### src/tla_defines.vh
// register indices, field positions and reset values of the temperature limit alert block
`ifndef TLA_DEFINES_VH
`define TLA_DEFINES_VH
// register indices (byte address is four times the index)
`define TLA_IX_INT_TEMP   8'h00
`define TLA_IX_EXT_TEMP   8'h01
`define TLA_IX_STATUS     8'h02
`define TLA_IX_CONFIG     8'h03
`define TLA_IX_INT_HI     8'h05
`define TLA_IX_INT_LO     8'h06
`define TLA_IX_EXT_HI     8'h07
`define TLA_IX_EXT_LO     8'h08
`define TLA_IX_EXT_TLOW   8'h10
`define TLA_IX_EXT_THERM  8'h19
`define TLA_IX_CH_MASK    8'h1F
`define TLA_IX_INT_THERM  8'h20
`define TLA_IX_THERM_HYST 8'h21
`define TLA_IX_CONSEC     8'h22
`define TLA_IX_IDEALITY   8'h27
`define TLA_IX_INT_TLOW   8'h29
`define TLA_IX_FILTER     8'h40
// configuration bit positions
`define TLA_CFG_MASK      7
`define TLA_CFG_STANDBY   6
`define TLA_CFG_COMP      5
// consecutive register fields
`define TLA_CON_AL_LSB    1
`define TLA_CON_TH_LSB    4
// channel numbers
`define TLA_CH_INT        0
`define TLA_CH_EXT        1
// reset values
`define TLA_RST_CONFIG    8'h00
`define TLA_RST_HI_LIM    8'h55
`define TLA_RST_LO_LIM    8'h00
`define TLA_RST_TH_LIM    8'h55
`define TLA_RST_HYST      8'h0A
`define TLA_RST_CONSEC    8'h00
`define TLA_RST_IDEAL     6'h12
`define TLA_RST_FILTER    2'h0
`define TLA_RST_CH_MASK   2'h0
// filter settings
`define TLA_FILT_OFF      2'h0
`define TLA_FILT_L1       2'h1
`define TLA_FILT_L2       2'h2
`endif

### src/tla_consec_qual.v
// consecutive measurement qualifier for one channel and one output pin
`timescale 1ns/1ps
module tla_consec_qual #(
   parameter CNT_W = 4,
   parameter CFG_W = 3
) (
   input  wire             clk_i,
   input  wire             rst_i,
   input  wire             eval_i,
   input  wire             cond_i,
   input  wire [CFG_W-1:0] cfg_i,
   output wire             qual_o
);
   reg  [CNT_W-1:0] cnt_q;   // successive bad measurements, saturating
   reg  [CNT_W-1:0] cnt_d;   // next count
   wire [CNT_W-1:0] target;  // programmed count plus one

   assign target = {{(CNT_W-CFG_W){1'b0}}, cfg_i} + {{(CNT_W-1){1'b0}}, 1'b1};
   // qualified once the run of bad measurements reaches the target
   assign qual_o = (cnt_q >= target);

   // count bad measurements, restart on a good one
   always @*
   begin
      cnt_d = cnt_q;
      if (eval_i)
      begin
         if (!cond_i)
            cnt_d = {CNT_W{1'b0}};
         else if (cnt_q < target)
            cnt_d = cnt_q + {{(CNT_W-1){1'b0}}, 1'b1};
      end
   end

   // counter register
   always @(posedge clk_i)
   begin
      if (rst_i)
         cnt_q <= {CNT_W{1'b0}};
      else
         cnt_q <= cnt_d;
   end
endmodule

### src/tla_alert_logic.v
// temperature limit alert and overtemperature logic with wishbone registers
//
// Added by the designer: the Wishbone slave port and the placing of the registers.
`timescale 1ns/1ps
`include "tla_defines.vh"
module tla_alert_logic #(
   parameter ADR_W  = 10,
   parameter TEMP_W = 11,
   parameter NCH    = 2
) (
   input  wire              clk_i,
   input  wire              rst_i,
   input  wire              wb_cyc_i,
   input  wire              wb_stb_i,
   input  wire              wb_we_i,
   input  wire [ADR_W-1:0]  wb_adr_i,
   input  wire [3:0]        wb_sel_i,
   input  wire [31:0]       wb_dat_i,
   output wire [31:0]       wb_dat_o,
   output wire              wb_ack_o,
   input  wire              meas_valid_i,
   input  wire              meas_chan_i,
   input  wire [TEMP_W-1:0] meas_temp_i,
   input  wire              meas_fault_i,
   input  wire              ara_done_i,
   output wire              standby_o,
   output wire [5:0]        ideality_o,
   output wire [1:0]        filter_sel_o,
   output wire              alert_n_o,
   output wire              alert_oe_o,
   output wire              overtemp_n_o,
   output wire              overtemp_oe_o
);
   // bus side state
   reg  [7:0]         cfg_q;        // block, standby and mode bits
   reg  [8*NCH-1:0]   hi_lim_q;     // high limits, byte per channel
   reg  [8*NCH-1:0]   lo_lim_q;     // low limits
   reg  [8*NCH-1:0]   th_lim_q;     // overtemperature limits
   reg  [7:0]         hyst_q;       // shared hysteresis
   reg  [7:0]         consec_q;     // consecutive counts
   reg  [5:0]         ideal_q;      // external ideality factor
   reg  [1:0]         filt_q;       // external filter setting
   reg  [NCH-1:0]     chmask_q;     // per-channel alert masks
   reg                ack_q;        // bus acknowledge
   reg  [7:0]         rdat_q;       // read data byte
   reg  [7:0]         rdat_d;       // read data mux
   reg                ot_q;         // overtemperature output state
   reg                cmp_q;        // comparator mode alert state
   reg                ot_d;         // next overtemperature state
   reg                cmp_d;        // next comparator state

   // channel side state
   wire [TEMP_W*NCH-1:0] temp_w;    // stored results
   wire [NCH-1:0]     hi_s;         // high status bits
   wire [NCH-1:0]     lo_s;         // low status bits
   wire [NCH-1:0]     th_s;         // overtemperature status bits
   wire [NCH-1:0]     flt_s;        // diode fault status bits
   wire [NCH-1:0]     al_set;       // qualified high for comparator
   wire [NCH-1:0]     ot_set;       // qualified overtemperature
   wire [NCH-1:0]     below_hi;     // below high limit minus hysteresis
   wire [NCH-1:0]     below_th;     // below overtemp limit minus hysteresis

   wire               req;          // bus request present
   wire [7:0]         idx;          // register index
   wire               wr_en;        // write takes effect this edge
   wire               rd_clr;       // status read completes this edge
   wire               eval;         // conversion result to evaluate
   wire               comp_mode;    // comparator mode selected
   wire               blocked;      // alert blocked in interrupt mode
   wire               int_alert;    // interrupt mode alert level

   // saturating subtract for hysteresis thresholds
   function [7:0] sat_sub;
      input [7:0] a;
      input [7:0] b;
      begin
         sat_sub = (a > b) ? (a - b) : 8'h00;
      end
   endfunction

   assign req       = wb_cyc_i & wb_stb_i;
   assign idx       = wb_adr_i[ADR_W-1:2];
   assign wr_en     = req & wb_we_i & ack_q & wb_sel_i[0];
   assign rd_clr    = req & ~wb_we_i & ack_q & (idx == `TLA_IX_STATUS);
   assign eval      = meas_valid_i & ~cfg_q[`TLA_CFG_STANDBY];
   assign comp_mode = cfg_q[`TLA_CFG_COMP];
   assign blocked   = cfg_q[`TLA_CFG_MASK];

   // per-channel measurement, qualification and status
   genvar ch;
   generate
      for (ch = 0; ch < NCH; ch = ch + 1)
      begin : g_ch
         wire        ev;      // conversion for this channel
         wire        flt;     // diode fault on this result
         wire [7:0]  hb;      // integer part of incoming result
         wire        hi_c;    // at or above high limit
         wire        lo_c;    // below low limit
         wire        th_c;    // at or above overtemp limit
         wire        alq;     // alert counter qualified
         wire        thq;     // overtemp counter qualified
         reg  [TEMP_W-1:0] temp_q;  // stored result
         reg         hi_l_q;  // last high condition
         reg         lo_l_q;  // last low condition
         reg         th_l_q;  // last overtemp condition
         reg         flt_l_q; // last fault condition
         reg         hi_s_q;  // high status
         reg         lo_s_q;  // low status
         reg         th_s_q;  // overtemp status
         reg         flt_s_q; // fault status

         assign ev   = eval & (meas_chan_i == ch);
         // only the external channel sees diode faults
         assign flt  = (ch == `TLA_CH_EXT) & meas_fault_i;
         assign hb   = meas_temp_i[TEMP_W-1:TEMP_W-8];
         assign hi_c = ~flt & (hb >= hi_lim_q[8*ch+7:8*ch]);
         // low check skipped on fault; a zero reading on the external channel counts as low
         assign lo_c = ~flt & ((hb < lo_lim_q[8*ch+7:8*ch]) |
                       ((ch == `TLA_CH_EXT) & (meas_temp_i == {TEMP_W{1'b0}})));
         assign th_c = ~flt & (hb >= th_lim_q[8*ch+7:8*ch]);

         // alert pin qualifier
         tla_consec_qual #(
            .CNT_W (4),
            .CFG_W (3)
         ) u_al (
            .clk_i  (clk_i),
            .rst_i  (rst_i),
            .eval_i (ev),
            .cond_i (hi_c | lo_c | flt),
            .cfg_i  (consec_q[`TLA_CON_AL_LSB+2:`TLA_CON_AL_LSB]),
            .qual_o (alq)
         );

         // overtemperature pin qualifier
         tla_consec_qual #(
            .CNT_W (4),
            .CFG_W (3)
         ) u_th (
            .clk_i  (clk_i),
            .rst_i  (rst_i),
            .eval_i (ev),
            .cond_i (th_c | flt),
            .cfg_i  (consec_q[`TLA_CON_TH_LSB+2:`TLA_CON_TH_LSB]),
            .qual_o (thq)
         );

         // store result and last conditions at each conversion
         always @(posedge clk_i)
         begin
            if (rst_i)
            begin
               temp_q  <= {TEMP_W{1'b0}};
               hi_l_q  <= 1'b0;
               lo_l_q  <= 1'b0;
               th_l_q  <= 1'b0;
               flt_l_q <= 1'b0;
            end
            else if (ev)
            begin
               // fault reports zero; a grounded negative pin is a normal result
               temp_q  <= flt ? {TEMP_W{1'b0}} : meas_temp_i;
               hi_l_q  <= hi_c;
               lo_l_q  <= lo_c;
               th_l_q  <= th_c | flt;
               flt_l_q <= flt;
            end
         end

         // status bits: sticky in interrupt mode, set beats clear
         always @(posedge clk_i)
         begin
            if (rst_i)
            begin
               hi_s_q  <= 1'b0;
               lo_s_q  <= 1'b0;
               th_s_q  <= 1'b0;
               flt_s_q <= 1'b0;
            end
            else
            begin
               if (comp_mode)
                  hi_s_q <= cmp_d ? (hi_s_q | al_set[ch]) : 1'b0;
               else
                  hi_s_q <= (alq & hi_l_q) | (hi_s_q & ~rd_clr);
               lo_s_q  <= (alq & lo_l_q) | (lo_s_q & ~rd_clr);
               flt_s_q <= (alq & flt_l_q) | (flt_s_q & ~rd_clr);
               // overtemp status not cleared by reads, only on release
               th_s_q  <= ot_d ? (th_s_q | ot_set[ch]) : 1'b0;
            end
         end

         assign temp_w[TEMP_W*ch+TEMP_W-1:TEMP_W*ch] = temp_q;
         assign hi_s[ch]     = hi_s_q;
         assign lo_s[ch]     = lo_s_q;
         assign th_s[ch]     = th_s_q;
         assign flt_s[ch]    = flt_s_q;
         assign al_set[ch]   = alq & hi_l_q & ~chmask_q[ch];
         assign ot_set[ch]   = thq & th_l_q;
         assign below_hi[ch] = temp_q[TEMP_W-1:TEMP_W-8] <
                               sat_sub(hi_lim_q[8*ch+7:8*ch], hyst_q);
         assign below_th[ch] = temp_q[TEMP_W-1:TEMP_W-8] <
                               sat_sub(th_lim_q[8*ch+7:8*ch], hyst_q);
      end
   endgenerate

   // next pin states with hysteresis release
   always @*
   begin
      ot_d = ot_q;
      if (|ot_set)
         ot_d = 1'b1;
      else if (&below_th)
         ot_d = 1'b0;
      cmp_d = cmp_q;
      if (!comp_mode)
         cmp_d = 1'b0;
      else if (|al_set)
         cmp_d = 1'b1;
      else if (&below_hi)
         cmp_d = 1'b0;
   end

   // pin state registers
   always @(posedge clk_i)
   begin
      if (rst_i)
      begin
         ot_q  <= 1'b0;
         cmp_q <= 1'b0;
      end
      else
      begin
         ot_q  <= ot_d;
         cmp_q <= cmp_d;
      end
   end

   // interrupt mode: any unmasked high, low or fault status bit holds the alert unless blocked
   assign int_alert = ~blocked & |((hi_s | lo_s | flt_s) & ~chmask_q);

   // open-drain pins only ever pull low
   assign alert_n_o     = 1'b0;
   assign alert_oe_o    = comp_mode ? cmp_q : int_alert;
   assign overtemp_n_o  = 1'b0;
   assign overtemp_oe_o = ot_q;

   assign standby_o    = cfg_q[`TLA_CFG_STANDBY];
   assign ideality_o   = ideal_q;
   assign filter_sel_o = filt_q;

   // configuration and limit registers
   always @(posedge clk_i)
   begin
      if (rst_i)
      begin
         cfg_q    <= `TLA_RST_CONFIG;
         hi_lim_q <= {NCH{`TLA_RST_HI_LIM}};
         lo_lim_q <= {NCH{`TLA_RST_LO_LIM}};
         th_lim_q <= {NCH{`TLA_RST_TH_LIM}};
         hyst_q   <= `TLA_RST_HYST;
         consec_q <= `TLA_RST_CONSEC;
         ideal_q  <= `TLA_RST_IDEAL;
         filt_q   <= `TLA_RST_FILTER;
         chmask_q <= `TLA_RST_CH_MASK;
      end
      else
      begin
         if (wr_en)
         begin
            case (idx)
               `TLA_IX_CONFIG:     cfg_q <= wb_dat_i[7:0];
               `TLA_IX_INT_HI:     hi_lim_q[7:0] <= wb_dat_i[7:0];
               `TLA_IX_INT_LO:     lo_lim_q[7:0] <= wb_dat_i[7:0];
               `TLA_IX_EXT_HI:     hi_lim_q[15:8] <= wb_dat_i[7:0];
               `TLA_IX_EXT_LO:     lo_lim_q[15:8] <= wb_dat_i[7:0];
               `TLA_IX_INT_THERM:  th_lim_q[7:0] <= wb_dat_i[7:0];
               `TLA_IX_EXT_THERM:  th_lim_q[15:8] <= wb_dat_i[7:0];
               `TLA_IX_THERM_HYST: hyst_q <= wb_dat_i[7:0];
               `TLA_IX_CONSEC:     consec_q <= wb_dat_i[7:0];
               `TLA_IX_IDEALITY:   ideal_q <= wb_dat_i[5:0];
               `TLA_IX_CH_MASK:    chmask_q <= wb_dat_i[NCH-1:0];
               // three settings only; the spare code selects off
               `TLA_IX_FILTER:     filt_q <= (wb_dat_i[1:0] == `TLA_FILT_L1 ||
                                              wb_dat_i[1:0] == `TLA_FILT_L2) ?
                                             wb_dat_i[1:0] : `TLA_FILT_OFF;
               default:            cfg_q <= cfg_q;
            endcase
         end
         // alert response wins over a software write of the same edge
         if (ara_done_i)
            cfg_q[`TLA_CFG_MASK] <= 1'b1;
      end
   end

   // read data mux, unmapped reads return zero
   always @*
   begin
      case (idx)
         `TLA_IX_INT_TEMP:   rdat_d = temp_w[TEMP_W-1:TEMP_W-8];
         `TLA_IX_EXT_TEMP:   rdat_d = temp_w[2*TEMP_W-1:2*TEMP_W-8];
         `TLA_IX_INT_TLOW:   rdat_d = {temp_w[2:0], 5'h00};
         `TLA_IX_EXT_TLOW:   rdat_d = {temp_w[TEMP_W+2:TEMP_W], 5'h00};
         `TLA_IX_STATUS:     rdat_d = {1'b0, flt_s[`TLA_CH_EXT], th_s[1], lo_s[1], hi_s[1],
                                       th_s[0], lo_s[0], hi_s[0]};
         `TLA_IX_CONFIG:     rdat_d = cfg_q;
         `TLA_IX_INT_HI:     rdat_d = hi_lim_q[7:0];
         `TLA_IX_INT_LO:     rdat_d = lo_lim_q[7:0];
         `TLA_IX_EXT_HI:     rdat_d = hi_lim_q[15:8];
         `TLA_IX_EXT_LO:     rdat_d = lo_lim_q[15:8];
         `TLA_IX_INT_THERM:  rdat_d = th_lim_q[7:0];
         `TLA_IX_EXT_THERM:  rdat_d = th_lim_q[15:8];
         `TLA_IX_THERM_HYST: rdat_d = hyst_q;
         `TLA_IX_CONSEC:     rdat_d = consec_q;
         `TLA_IX_IDEALITY:   rdat_d = {2'h0, ideal_q};
         `TLA_IX_CH_MASK:    rdat_d = {6'h00, chmask_q};
         `TLA_IX_FILTER:     rdat_d = {6'h00, filt_q};
         default:            rdat_d = 8'h00;
      endcase
   end

   // one wait state: ack one cycle after the request, then drop
   always @(posedge clk_i)
   begin
      if (rst_i)
      begin
         ack_q  <= 1'b0;
         rdat_q <= 8'h00;
      end
      else
      begin
         ack_q <= req & ~ack_q;
         if (req & ~ack_q)
            rdat_q <= rdat_d;
      end
   end

   assign wb_ack_o = ack_q;
   assign wb_dat_o = {24'h000000, rdat_q};
endmodule

### config.mk
export PLATFORM = sky130hd
export DESIGN_NAME = tla_alert_logic
export DESIGN_NICKNAME = d
export VERILOG_FILES = /design/src/tla_consec_qual.v /design/src/tla_alert_logic.v
export VERILOG_INCLUDE_DIRS = /design/src /design/src/src
export SDC_FILE = /design/constraint.sdc
export NUM_CORES = 1
export LEC_CHECK = 0
export ABC_CLOCK_PERIOD_IN_PS = 3800
export BUFFER_PORTS_ARGS = -buffer_cell sky130_fd_sc_hd__clkbuf_2
export CORE_MARGIN = 5
export CORE_UTILIZATION = 30
export DETAILED_ROUTE_END_ITERATION = 12
export PLACE_DENSITY = 0.57
export SYNTH_ARGS = -nofsm -noshare
export SYNTH_HDL_FRONTEND = slang
export SYNTH_HIERARCHICAL = 1
export SYNTH_SLANG_ARGS = --single-unit
### constraint.sdc
create_clock -name clk_i -period 3.8 [get_ports clk_i]
set_input_delay 0.76 -clock clk_i [delete_from_list [all_inputs] [get_ports clk_i]]
set_output_delay 0.76 -clock clk_i [all_outputs]
set_load 0.02 [all_outputs]
==> flow_metrics.tcl <==
set metrics [dict create \
    max_freq_mhz 280 \
    nNetsFinal 1602 \
    die_x_um 200 \
    coreArea_um2 35700 \
    fin_ws_ns 0.230 \
    dr_wl_met3_mm 2.84 \
    crit_fanout 6 \
    rr_startpoint "hi_lim_q[8]" \
    ir_drop_mv 0.260 \
    cts_tree "built" \
    grt_pass1_vias 9724 \
    area_growth_pct 11.7 \
    rsz0062_at_grt "no" \
    startpoint_type "flop" \
    antenna_left 0 \
    slew_headroom_pct 52.3 \
    overflow 0 \
    max-cap-violations 0 \
    clock_path_buffers 2 \
    gp_congestion 1.01 \
    required_ns 4.15 \
    post_cts_buffers 0 \
    drc 0 \
    hold-path-cell-count 2 \
    place_hpwl_mm 30.8 \
    drive_gt1_share_pct 11.0 \
    clock_sinks 146 \
    cts_root_buf "clkbuf_16" \
    cts_made_buffers 17 \
    preCtsSetupSlack_ns 0.197 \
    antenna_cells 0 \
    io_buffers 56 \
    num-fill-cells 3719 \
    drt-pass1-iter-count 6 \
    crit_arrival_ns 3.92 \
    cts_resized 0 \
    ys_ff_latch 146 \
    p_leak_nw 4.82 \
    vias 10300 \
    io-pin-count 112 \
    finalWirelength_mm 40.3 \
    grt_pass1_wl_mm 60.1 \
    top_layer_used "met5" \
    finalHoldViolCount 0 \
    outcome "finished clean" \
    synth_edf_count 0 \
    min_period_ns 3.57 \
    grt_max_degree 45 \
    r2r_slack_ns 0.23 \
    setup_viol 0 \
    ys_warn_count 6 \
    power_density_nw_per_um2 305 \
    drv_slew 0 \
    holdWs_ns 0.453 \
    final_area_um2 12100 \
    hold_buffers 0 \
    async_reset_ff_share_pct 0 \
    critical_path_class "reg -> reg" \
    die_h_um 200 \
    fin_setup_tns_ns 0 \
    path_clk_slew_ns 0.07 \
    viasPerCell 5.48 \
    final_common_cell "nand2_1" \
    wl_met1_mm 18.1 \
    synthFlopType "dfxtp_1" \
    fin_crit_sh_pct 93.9 \
    rows 69 \
    min_from "g_ch[0].th_l_q" \
    netlist_instances 1363 \
    synth_area_um2 10900 \
    synth.distinct_cells 85 \
    r2r_cells 14 \
    cp-startpoint "hi_lim_q[8]" \
    dieArea_um2 40100 \
    postPlaceCellArea_um2 11600 \
    grt_use_total_pct 19.4 \
    hold_path_class "reg -> reg" \
    clock_latency_ns 0.44 \
    first_iter_violations 856 \
    synth-seq-area-share_pct 26.9 \
    final_cell_mix "190 x nand2_1, 146 x dfxtp_1, 130 x ha_1" \
    whs_endpoint "g_ch[0].th_l_q" \
    crit_path_end_kind "flop" \
    wl_met2_mm 18.5 \
    start_util_pct 30.5 \
    tightest_slew_ns 0.706 \
    wire_per_inst_um 21.5 \
    htreeDepth 4 \
    r2r-end "g_ch[0].hi_s_q" \
    finClkSkew_ns 0.0128 \
    antenna_found_initial 2 \
    synth_area_per_cell_um2 7.97 \
]
==> Yosys cell counts (7+ instances only) <==
cell type / instances / share of area, %
nand2_1: 190 / 6.6
nor3b_1: 13 / 0.90
o21ai_0: 46 / 2.1
nand2b_1: 35 / 2.0
nand4_1: 11 / 0.63
ha_1: 130 / 15
a22oi_1: 25 / 1.7
o211ai_1: 23 / 1.6
nor3_1: 19 / 0.88
nor2b_1: 15 / 0.86
xor2_1: 8 / 0.64
or3_1: 10 / 0.58
nand3b_1: 7 / 0.48
a211oi_1: 10 / 0.69
buf_4: 27 / 1.9
nand3_1: 35 / 1.6
a21o_1: 17 / 1.2
inv_1: 84 / 2.9
clkbuf_1: 41 / 1.4
a21oi_1: 112 / 5.2
and2_1: 13 / 0.75
and3_1: 10 / 0.58
nor2_1: 114 / 3.9
o22ai_1: 7 / 0.40
buf_2: 14 / 0.64
mux2i_1: 51 / 4.7
xnor2_1: 14 / 1.1
dfxtp_1: 146 / 27
==> routing by layer <==
| metal | up-vias | GRT usage (%) |
|---|---|---|
| met5 | - | 0 |
| met4 | 2 | 4.77 |
| met3 | 67 | 4.25 |
| met2 | 361 | 31.6 |
| met1 | 4952 | 26.1 |
| li1 | 4891 | - |
==> sequential cells by signal (all words and copies together) (netlist names), 16 cells and up <==
signal,flops
th_lim_q,16
lo_lim_q,16
g_ch.temp_q,22
hi_lim_q,16
==> worst max-delay path by stage <==
| stage | cells past startpoint | slack, ns | to |
|---|---|---|---|
| 6_report | 14 | 0.23 | g_ch[0].hi_s_q |
| 5_1_grt | 14 | 0.001 | g_ch[1].hi_s_q |
| 4_1_cts | 14 | 0.13 | g_ch[1].hi_s_q |
| 3_5_place_dp | 14 | 0.20 | g_ch[1].hi_s_q |
| 3_3_place_gp | 17 | 0.23 | overtemp_oe_o |
| 2_1_floorplan | 16 | 0.53 | overtemp_oe_o |
==> cells by family (layout without fill, tap and decap cells) <==
kind of cell             count (synthesis)  after routing  share of synthesized area [%]
AND/OR/NAND/NOR                        511            511                           23.5
AO/OA/AOI/OAI                          319            319                           19.4
buffers and inverters                  173            200                           7.21
flip-flops                             146            146                           26.9
adder cells (fa/ha/maj)                134            134                           15.7
multiplexers                            57             57                           5.42
XOR/XNOR                                22             22                           1.77
other                                    1             26                         0.0345
==> power breakdown <==
group	leakage [nW]	total [mW]	switching, mW	internal, mW
logic	3.38	0.455	0.311	0.144
registers	1.18	1.58	0.0274	1.55
clock network	0.260	1.66	0.790	0.873
total	4.82	3.70	1.13	2.57
==> critical path, stage by stage, from the launching register on <==
cell and delay (ns):
dfxtp_1 0.40, inv_1 0.09, ha_1 0.24, fa_1 0.39
nand2b_1 0.18, a21oi_1 0.27, a21oi_1 0.18, nor2_2 0.23
nand3b_1 0.13, ha_1 0.31, nand4_1 0.13, o21ai_0 0.20
a221oi_1 0.08, a311o_1 0.46, o22ai_1 0.20
==> stage by stage <==
step	power, mW	instances	util (%)
after floorplan	1.91	1388	-
after global placement	2.05	1844	32.4
after detailed placement	2.06	1844	32.4
after CTS	3.70	1876	34.0
after global routing	3.81	1876	34.0
final	3.70	1876	34.0
==> area by class of cell <==
cell class / instances / area [um2] / area share (%)
Clock inverter: 14 / 121 / 1.00
Timing Repair Buffer: 84 / 493 / 4.06
Sequential cell: 146 / 2920 / 24.1
Clock buffer: 18 / 439 / 3.62
Inverter: 84 / 315 / 2.60
Tap cell: 461 / 577 / 4.75
Multi-Input combinational cell: 1069 / 7270 / 59.9
(Power assumes the default switching activity.)
